**src/aop_pkg.sv**
```systemverilog
// shared constants and types for the adc output pin block
package aop_pkg;
  localparam int DATA_W = 12;
  localparam int ADDR_W = 10;
  localparam int REG_W = 32;
  localparam int IDX_W = 8;
  localparam int PP_LAT_DEF = 4;
  localparam int CAL_CYCLES_DEF = 1024;
  // register indices; byte address is four times the index
  localparam logic [IDX_W-1:0] IDX_PP = 8'h52;
  localparam logic [IDX_W-1:0] IDX_OMODE = 8'h62;
  localparam logic [IDX_W-1:0] IDX_CPHS = 8'h64;
  localparam logic [IDX_W-1:0] IDX_DPOL = 8'h65;
  localparam logic [IDX_W-1:0] IDX_FPOL = 8'h68;
  localparam logic [IDX_W-1:0] IDX_LPHS = 8'h6D;
  localparam logic [IDX_W-1:0] IDX_CTRL = 8'h70;
  localparam logic [IDX_W-1:0] IDX_STAT = 8'h71;
  localparam logic [IDX_W-1:0] IDX_ISTAT = 8'h72;
  localparam logic [IDX_W-1:0] IDX_IEN = 8'h73;
  localparam logic [IDX_W-1:0] IDX_ICLR = 8'h74;
  // field positions
  localparam int CTRL_LVDS = 0;
  localparam int CTRL_IQ = 1;
  localparam int CTRL_STBY = 2;
  localparam int CTRL_SHDN = 3;
  localparam int CTRL_SRST = 4;
  localparam int CTRL_W = 4;
  localparam int STAT_CAL = 0;
  localparam int STAT_RUN = 1;
  localparam int STAT_ADR = 2;
  localparam int IRQ_CAL = 0;
  localparam int IRQ_OVR = 1;
  localparam int IRQ_W = 2;
  localparam int OMODE_W = 2;
  // reset values, order codes and the fixed address bit
  localparam logic [OMODE_W-1:0] ORDER_EVEN = 2'h0;
  localparam logic [OMODE_W-1:0] ORDER_ODD = 2'h1;
  localparam logic [CTRL_W-1:0] RST_CTRL = 4'h0;
  localparam logic [IRQ_W-1:0] RST_IRQ = 2'h0;
  localparam logic RST_BIT = 1'b0;
  localparam logic ADDR_HIGH_FIXED = 1'b0;

  typedef struct packed {
    logic overrange_flag;
    logic iq_i;
    logic [DATA_W-1:0] data;
  } aop_word_t;

  typedef enum logic [1:0] {
    CAL_IDLE = 2'b00,
    CAL_RUN = 2'b01,
    CAL_DONE = 2'b10
  } aop_cal_t;
endpackage

```
**src/aop_top.sv**
```systemverilog
// adc output pins: data, output clock, shared flag pair, calibration status
// ==========================================================================
//
// Added by the designer: the register offsets and the address-and-strobe port.
`timescale 1ns/10ps
`default_nettype none
module aop_top #(
  parameter int DATA_W = aop_pkg::DATA_W,
  parameter int PP_LAT = aop_pkg::PP_LAT_DEF,
  parameter int CAL_CYCLES = aop_pkg::CAL_CYCLES_DEF
) (
  input wire logic CLK,
  input wire logic RST_N,
  input wire logic RESET_PIN_N,
  input wire logic SAMPLE_CLK,
  input wire logic ADDR_SEL_LOW,
  input wire logic [DATA_W-1:0] CORE_DATA,
  input wire logic CORE_OVR,
  input wire logic CORE_IQ_I,
  input wire logic [aop_pkg::ADDR_W-1:0] ADDR,
  input wire logic [aop_pkg::REG_W-1:0] WDATA,
  input wire logic WR,
  input wire logic RD,
  output logic [aop_pkg::REG_W-1:0] RDATA,
  output logic [DATA_W-1:0] Q,
  output logic DATA_OUTPUT_CLOCK_P,
  output logic DATA_OUTPUT_CLOCK_N,
  output logic FLAG_P,
  output logic FLAG_N,
  output logic CAL_DONE,
  output logic IRQ
);
  localparam int CW = $clog2(CAL_CYCLES + 1);
  localparam logic [CW-1:0] CAL_LAST = CW'(CAL_CYCLES - 1);

  // ========================================================================
  // pin synchronisers
  logic [2:0] s1;
  logic [2:0] s2;
  logic sclk_d;
  always_ff @(posedge CLK or negedge RST_N) begin
    if (!RST_N) begin
      s1 <= 3'h0;
      s2 <= 3'h0;
      sclk_d <= 1'b0;
    end else begin
      s1 <= {ADDR_SEL_LOW, SAMPLE_CLK, RESET_PIN_N};
      s2 <= s1;
      sclk_d <= s2[1];
    end
  end
  logic hw_rst;
  logic rise;
  logic fall;
  assign hw_rst = !s2[0];
  assign rise = s2[1] && !sclk_d;
  assign fall = !s2[1] && sclk_d;

  function automatic logic hit(input logic [aop_pkg::ADDR_W-1:0] a,
                               input logic [aop_pkg::IDX_W-1:0] idx);
    hit = a[aop_pkg::ADDR_W-1:2] == idx;
  endfunction

  // ========================================================================
  // register file
  logic pp_en, cphs, dpol, fpol, lphs, srst;
  logic [aop_pkg::OMODE_W-1:0] omode;
  logic [aop_pkg::CTRL_W-1:0] ctrl;
  logic [aop_pkg::IRQ_W-1:0] ien, istat, events;
  logic next_pp_en, next_cphs, next_dpol, next_fpol, next_lphs, next_srst;
  logic [aop_pkg::OMODE_W-1:0] next_omode;
  logic [aop_pkg::CTRL_W-1:0] next_ctrl;
  logic [aop_pkg::IRQ_W-1:0] next_ien, next_istat, clr;
  logic [aop_pkg::REG_W-1:0] next_rdata;
  aop_pkg::aop_cal_t cal_state, next_cal_state;
  logic [CW-1:0] cal_cnt, next_cal_cnt;
  logic lvds, iq, idle;
  assign lvds = ctrl[aop_pkg::CTRL_LVDS];
  assign iq = ctrl[aop_pkg::CTRL_IQ];
  assign idle = ctrl[aop_pkg::CTRL_STBY] || ctrl[aop_pkg::CTRL_SHDN];

  always_comb begin
    next_pp_en = pp_en;
    next_cphs = cphs;
    next_dpol = dpol;
    next_fpol = fpol;
    next_lphs = lphs;
    next_omode = omode;
    next_ctrl = ctrl;
    next_ien = ien;
    next_srst = 1'b0;
    clr = aop_pkg::RST_IRQ;
    if (WR) begin
      if (hit(ADDR, aop_pkg::IDX_PP)) next_pp_en = WDATA[0];
      if (hit(ADDR, aop_pkg::IDX_OMODE)) begin
        next_omode = WDATA[aop_pkg::OMODE_W-1:0];
      end
      if (hit(ADDR, aop_pkg::IDX_CPHS)) next_cphs = WDATA[0];
      if (hit(ADDR, aop_pkg::IDX_LPHS)) next_lphs = WDATA[0];
      if (hit(ADDR, aop_pkg::IDX_DPOL)) next_dpol = WDATA[0];
      if (hit(ADDR, aop_pkg::IDX_FPOL)) next_fpol = WDATA[0];
      if (hit(ADDR, aop_pkg::IDX_CTRL)) begin
        next_ctrl = WDATA[aop_pkg::CTRL_W-1:0];
        next_srst = WDATA[aop_pkg::CTRL_SRST];
      end
      if (hit(ADDR, aop_pkg::IDX_IEN)) next_ien = WDATA[aop_pkg::IRQ_W-1:0];
      if (hit(ADDR, aop_pkg::IDX_ICLR)) clr = WDATA[aop_pkg::IRQ_W-1:0];
    end
    // set wins over clear so no event is lost
    next_istat = (istat & ~clr) | events;
    if (hw_rst) begin
      next_pp_en = aop_pkg::RST_BIT;
      next_cphs = aop_pkg::RST_BIT;
      next_dpol = aop_pkg::RST_BIT;
      next_fpol = aop_pkg::RST_BIT;
      next_lphs = aop_pkg::RST_BIT;
      next_omode = aop_pkg::ORDER_EVEN;
      next_ctrl = aop_pkg::RST_CTRL;
      next_ien = aop_pkg::RST_IRQ;
      next_istat = aop_pkg::RST_IRQ;
      next_srst = 1'b0;
    end
    next_rdata = '0;
    if (RD) begin
      if (hit(ADDR, aop_pkg::IDX_PP)) next_rdata[0] = pp_en;
      if (hit(ADDR, aop_pkg::IDX_OMODE)) begin
        next_rdata[aop_pkg::OMODE_W-1:0] = omode;
      end
      if (hit(ADDR, aop_pkg::IDX_CPHS)) next_rdata[0] = cphs;
      if (hit(ADDR, aop_pkg::IDX_LPHS)) next_rdata[0] = lphs;
      if (hit(ADDR, aop_pkg::IDX_DPOL)) next_rdata[0] = dpol;
      if (hit(ADDR, aop_pkg::IDX_FPOL)) next_rdata[0] = fpol;
      if (hit(ADDR, aop_pkg::IDX_CTRL)) begin
        next_rdata[aop_pkg::CTRL_W-1:0] = ctrl;
      end
      if (hit(ADDR, aop_pkg::IDX_STAT)) begin
        next_rdata[aop_pkg::STAT_CAL] = cal_state == aop_pkg::CAL_DONE;
        next_rdata[aop_pkg::STAT_RUN] = cal_state == aop_pkg::CAL_RUN;
        // chip address seen by the serial port, upper bit fixed
        next_rdata[aop_pkg::STAT_ADR] = s2[2];
        next_rdata[aop_pkg::STAT_ADR+1] = aop_pkg::ADDR_HIGH_FIXED;
      end
      if (hit(ADDR, aop_pkg::IDX_ISTAT)) begin
        next_rdata[aop_pkg::IRQ_W-1:0] = istat;
      end
      if (hit(ADDR, aop_pkg::IDX_IEN)) next_rdata[aop_pkg::IRQ_W-1:0] = ien;
    end
  end

  always_ff @(posedge CLK or negedge RST_N) begin
    if (!RST_N) begin
      pp_en <= aop_pkg::RST_BIT;
      cphs <= aop_pkg::RST_BIT;
      dpol <= aop_pkg::RST_BIT;
      fpol <= aop_pkg::RST_BIT;
      lphs <= aop_pkg::RST_BIT;
      srst <= 1'b0;
      omode <= aop_pkg::ORDER_EVEN;
      ctrl <= aop_pkg::RST_CTRL;
      ien <= aop_pkg::RST_IRQ;
      istat <= aop_pkg::RST_IRQ;
      RDATA <= '0;
      IRQ <= 1'b0;
    end else begin
      pp_en <= next_pp_en;
      cphs <= next_cphs;
      dpol <= next_dpol;
      fpol <= next_fpol;
      lphs <= next_lphs;
      srst <= next_srst;
      omode <= next_omode;
      ctrl <= next_ctrl;
      ien <= next_ien;
      istat <= next_istat;
      RDATA <= next_rdata;
      IRQ <= |(next_istat & next_ien);
    end
  end

  // ========================================================================
  // calibration sequencer; counter freezes in standby and shutdown
  logic cal_ev, next_cal_done;
  always_comb begin
    next_cal_state = cal_state;
    next_cal_cnt = cal_cnt;
    cal_ev = 1'b0;
    if (hw_rst) begin
      next_cal_state = aop_pkg::CAL_IDLE;
      next_cal_cnt = '0;
    end else if (srst) begin
      next_cal_state = aop_pkg::CAL_RUN;
      next_cal_cnt = '0;
    end else begin
      unique case (cal_state)
        aop_pkg::CAL_IDLE: begin
          next_cal_state = aop_pkg::CAL_RUN;
        end
        aop_pkg::CAL_RUN: begin
          if (!idle) begin
            next_cal_cnt = cal_cnt + CW'(1);
            if (cal_cnt == CAL_LAST) begin
              next_cal_state = aop_pkg::CAL_DONE;
              cal_ev = 1'b1;
            end
          end
        end
        aop_pkg::CAL_DONE: begin
          next_cal_state = aop_pkg::CAL_DONE;
        end
        default: begin
          next_cal_state = aop_pkg::CAL_IDLE;
        end
      endcase
    end
    // pin freezes in standby, even across a soft reset restart
    next_cal_done = (idle && !hw_rst) ? CAL_DONE
                  : next_cal_state == aop_pkg::CAL_DONE;
  end

  always_ff @(posedge CLK or negedge RST_N) begin
    if (!RST_N) begin
      cal_state <= aop_pkg::CAL_IDLE;
      cal_cnt <= '0;
      CAL_DONE <= 1'b0;
    end else begin
      cal_state <= next_cal_state;
      cal_cnt <= next_cal_cnt;
      CAL_DONE <= next_cal_done;
    end
  end

  // ========================================================================
  // output datapath
  function automatic logic [DATA_W-1:0] pairs(input logic [DATA_W-1:0] d,
                                              input logic odd);
    logic [DATA_W-1:0] p;
    p = '0;
    for (int k = 0; k < DATA_W / 2; k++) begin
      p[2*k+1] = odd ? d[2*k+1] : d[2*k];
      p[2*k] = !p[2*k+1];
    end
    pairs = p;
  endfunction

  aop_pkg::aop_word_t dly [PP_LAT];
  aop_pkg::aop_word_t next_dly [PP_LAT];
  aop_pkg::aop_word_t in_w, sel_w, hold, next_hold;
  logic active, odd_first, inv;
  logic [DATA_W-1:0] next_q, pol;
  logic next_data_output_clock, next_fp, next_fn;
  logic data_output_clock_lvl, next_data_output_clock_lvl;
  assign in_w = '{overrange_flag: CORE_OVR, iq_i: CORE_IQ_I, data: CORE_DATA};
  // post-processing delays data but never the overrange flag
  assign sel_w = pp_en ? dly[PP_LAT-1] : in_w;
  assign active = !hw_rst && !idle;
  assign odd_first = omode == aop_pkg::ORDER_ODD;
  assign inv = lvds ? lphs : cphs;
  assign pol = {DATA_W{dpol}};

  always_comb begin
    next_dly = dly;
    next_hold = hold;
    next_q = Q;
    next_data_output_clock_lvl = data_output_clock_lvl;
    next_fp = FLAG_P;
    next_fn = FLAG_N;
    if (active && rise) begin
      next_dly[0] = in_w;
      for (int i = 1; i < PP_LAT; i++) next_dly[i] = dly[i-1];
      next_hold = '{overrange_flag: CORE_OVR, iq_i: sel_w.iq_i, data: sel_w.data};
      next_data_output_clock_lvl = 1'b1;
      next_q = lvds ? pairs(sel_w.data ^ pol, odd_first)
                    : sel_w.data ^ pol;
      next_fp = CORE_OVR ^ fpol;
      next_fn = iq ? (lvds ? !(CORE_OVR ^ fpol) : sel_w.iq_i ^ fpol)
                   : 1'b0;
    end else if (active && fall) begin
      next_data_output_clock_lvl = 1'b0;
      if (lvds) begin
        next_q = pairs(hold.data ^ pol, !odd_first);
        if (iq) begin
          next_fp = hold.iq_i ^ fpol;
          next_fn = !(hold.iq_i ^ fpol);
        end
      end
    end
    if (!iq) next_fn = 1'b0;
    if (hw_rst) begin
      next_q = '0;
      next_data_output_clock_lvl = 1'b0;
      next_fp = 1'b0;
      next_fn = 1'b0;
    end
    next_data_output_clock = next_data_output_clock_lvl ^ inv;
  end
  assign events = {active && rise && CORE_OVR, cal_ev};

  always_ff @(posedge CLK or negedge RST_N) begin
    if (!RST_N) begin
      for (int i = 0; i < PP_LAT; i++) dly[i] <= '0;
      hold <= '0;
      data_output_clock_lvl <= 1'b0;
      Q <= '0;
      DATA_OUTPUT_CLOCK_P <= 1'b0;
      DATA_OUTPUT_CLOCK_N <= 1'b1;
      FLAG_P <= 1'b0;
      FLAG_N <= 1'b0;
    end else begin
      dly <= next_dly;
      hold <= next_hold;
      data_output_clock_lvl <= next_data_output_clock_lvl;
      Q <= next_q;
      DATA_OUTPUT_CLOCK_P <= next_data_output_clock;
      DATA_OUTPUT_CLOCK_N <= !next_data_output_clock;
      FLAG_P <= next_fp;
      FLAG_N <= next_fn;
    end
  end
endmodule
`default_nettype wire

```
**config.mk**
```make
export PLATFORM = sky130hd
export DESIGN_NAME = aop_top
export DESIGN_NICKNAME = d
export VERILOG_FILES = /design/src/aop_pkg.sv /design/src/aop_top.sv
export SDC_FILE = /design/constraint.sdc
export NUM_CORES = 1
export LEC_CHECK = 0
export ABC_AREA = 1
export BUFFER_PORTS_ARGS = -buffer_cell sky130_fd_sc_hd__buf_2
export CORE_MARGIN = 1
export CORE_UTILIZATION = 45
export CTS_CLUSTER_SIZE = 30
export DETAILED_ROUTE_END_ITERATION = 16
export PLACE_DENSITY = 0.71
export SYNTH_ARGS = -nofsm -noshare
export SYNTH_HDL_FRONTEND = slang
export SYNTH_SLANG_ARGS = --single-unit
```
**constraint.sdc**
```tcl
create_clock -name CLK -period 1.4 [get_ports CLK]
set_input_delay 0.07 -clock CLK [delete_from_list [all_inputs] [get_ports CLK]]
set_output_delay 0.07 -clock CLK [all_outputs]
set_load 0.05 [all_outputs]
```
==> reports/metrics.cfg <==
[place]
place_congestion=0.8956
placedCellCount=1016
port_buffers=55
dp_hpwl_mm=9.458
placed_cell_area_um2=7008

[floorplanning]
start_util=0.4609
die-area_um2=14030
chipWidth_um=118.5
die_y_um=118.5
ioPinCount=113
rows=42
coreArea_um2=13240

[clock_network]
cts_sinks=124
root_buffer=clkbuf_16
tritoncts=yes
cts_buffers=17
clkTransAtPathRegs_ns=0.06
clock_latency_ns=0.43
clockBufferDepth=2
cts.htree.levels=4

[yosys]
ys_top_cells_by_count=nand2_1, dfrtp_1, o21ai_0, inv_1, nor2_1
yosys.cell_types.count=50
ys_warn_count=0
synth-seq-cells=124
synth_most_common_cell=nand2_1
async_flop_share=1.000
synth.top_cell.area_share=0.5043
synthFlopType=dfrtp_1
synthCells=741
ys_seq_area_frac=0.5086
yosysTopAreaCell=dfrtp_1
syn_area_um2=6103
yosys-top-cells-area=dfrtp_1, nand2_1, o21ai_0
syn_avg_cell_area_um2=8.237
synth_edf_count=0

[outcome]
status=complete, but fails checks
violations=design-rule violations, negative setup slack

[grt]
grt_max_degree=58
grt_pass1_vias=5117
track_usage=0.2172
antenna_found_initial=0
grt_first_pass_wirelength_mm=23.76
grt-ovfl-total=0

[pwr]
p_leak_nw=4.550
peakVddDrop_v=0.0009824
power_mw=11.12
power_density_nw_per_um2=1243

[detailed_routing]
dr.pass1.iters=14
drc=1
drt_iter0_drc=535
final_antenna_net_count=0
routed_wirelength_mm=16.36
vias_per_cell=4.974
post_drt_wl_per_cell_um=14.91
num_vias=5456

[sta]
fmax_mhz=615.3
hold_violations=0
rsz0062_at_grt=yes
fin_crit_sh=1.161
min_period_ns=1.625
post-route-worst-setup-slack_ns=-0.2253
drv_slew=0
setup_viol=69
clock_skew_ns=0.008843

[final_layout]
drive_above_1_share=0.3681
fin_nets=972
antenna_cells=0
final_util=0.6757
final_area_um2=8949
stdcell_count=1097
syn2layout_area_growth_pct=46.62

[min_path]
holdCritPathClass=in -> reg

[worst_setup_path]
crit_path_frequent_cell=nand2_1
criticalPathCategory=reg -> reg
worstSetupEndpointType=flip-flop
worstPathArrival_ns=1.99
critPathMaxStageDelay_ns=0.44
crit_path_start_kind=flip-flop
crit_fanout=19
crit_slowest_cell=dfrtp_2
required_ns=1.76
path_cells=buf_12 > o21ai_4 > xor2_1 > nand2_1 > nand3_1 > o21ai_0 > nand2_1 > nand3_1 > nand2_1

[run]
max_cap_viol_count=0

placed cells by master (no fill, tap or decap), types with 3 or more instances in the layout:
cell type      instances
a22o_1                 3
buf_12                14
o21ai_2               31
o21ai_0               19
nor2_1                35
nand2_1              175
conb_1                28
nand3_1               24
buf_2                 54
dfrtp_1              122
inv_2                  4
nor2_2                 3
xor2_2                 8
o21ai_1               34
o2111ai_1              3
nand4_1                5
buf_6                 14
nand2_4               20
buf_4                 54
clkinvlp_4             5
o21ai_4                8
clkinv_2               4
buf_8                  8
nand3_2                3
a21oi_1               14
clkbuf_16             25
nor2_4                 5
nor3_4                 3
nand2_2               52
dlygate4sd3_1         23
xor2_1                 6
inv_1                 72
registers in the layout, indices dropped and copies added (netlist names), 3 cells and up:
register	cells
s1	3
RDATA	4
s2	3
cal_cnt	11
Q	12
hold	13
ctrl	4
dly	52
per-layer routing:
| metal | part of all wire | track usage | vias to the layer above |
|---|---|---|---|
| met1 | 0.41 | 0.2756 | 2644 |
| met4 | 0.032 | 0.09810 | 0 |
| li1 | - | - | 2633 |
| met2 | 0.51 | 0.3493 | 142 |
| met3 | 0.047 | 0.05598 | 37 |
| met5 | 0 | 0 | - |
per-stage QoR:
step                      hold slack (ns)  setup slack, ns  setup TNS [ns]
after global routing              0.05886          -0.3836          -10.74
final                             0.02135          -0.2253          -5.980
after global placement           -0.05438          -0.1144          -2.026
after CTS                        0.008695          -0.1535          -2.145
after floorplan                   -0.2256         -0.03853         -0.3935
after detailed placement         -0.06053          -0.1809          -3.531
layout make-up:
class	instances	area (um^2)
Tap cell	176	220.2
Sequential cell	124	3105
Multi-Input combinational cell	509	3062
Inverter	81	321.6
Clock inverter	14	146.4
Clock buffer	18	429.2
Timing Repair Buffer	175	1664
Fill cell	980	4294
logic make-up (layout without fill, tap and decap cells):
kind of cell / after synthesis / after routing / synth area share
AOI/OAI and AO/OA: 125 / 125 / 0.1181
xor gates and xnor gates: 15 / 15 / 0.02153
adders and majority gates: 1 / 1 / 0.002050
buffers and inverters: 135 / 288 / 0.1087
DFF: 124 / 124 / 0.5086
muxes: 3 / 3 / 0.005125
other: 1 / 28 / 0.0006144
and+or+nand+nor: 337 / 337 / 0.2353
where the power goes:
group,internal (mW),switching [mW]
combinational,0.919,1.46
clock,2.62,1.70
sequential,4.07,0.352
repair_timing:
item / CTS / global route
resized for setup: 34 / 227
hold endpoints to repair: 149 / 0
buffers inserted: 3 / 13
pin swaps: 7 / 37
gates cloned: 0 / 12
endpoints found under the setup margin: 77 / 99
hold buffers: 23 / 0
final timing paths:
path	startpoint	endpoint	slack [ns]	depth (start not counted)
worst min register to register	s1[2]	s2[2]	0.35	0
min in group asynchronous	RST_N	hold[7]	0.04	2
worst min-delay path	WDATA[1]	ctrl[1]	0.02	3
max in group asynchronous	RST_N	pp_en	0.79	3
worst max register to register	pp_en	Q[1]	-0.23	9
worst max-delay path	pp_en	Q[1]	-0.23	9
critical path, delay by kind of cell (launching register included):
family	cells	cell delay, ns
AND/OR/NAND/NOR	5	0.42
buffers and inverters	1	0.18
AO/OA/AOI/OAI	2	0.28
flip-flops	1	0.44
XOR/XNOR	1	0.23
No activity file was read; power rests on OpenSTA's default activity.
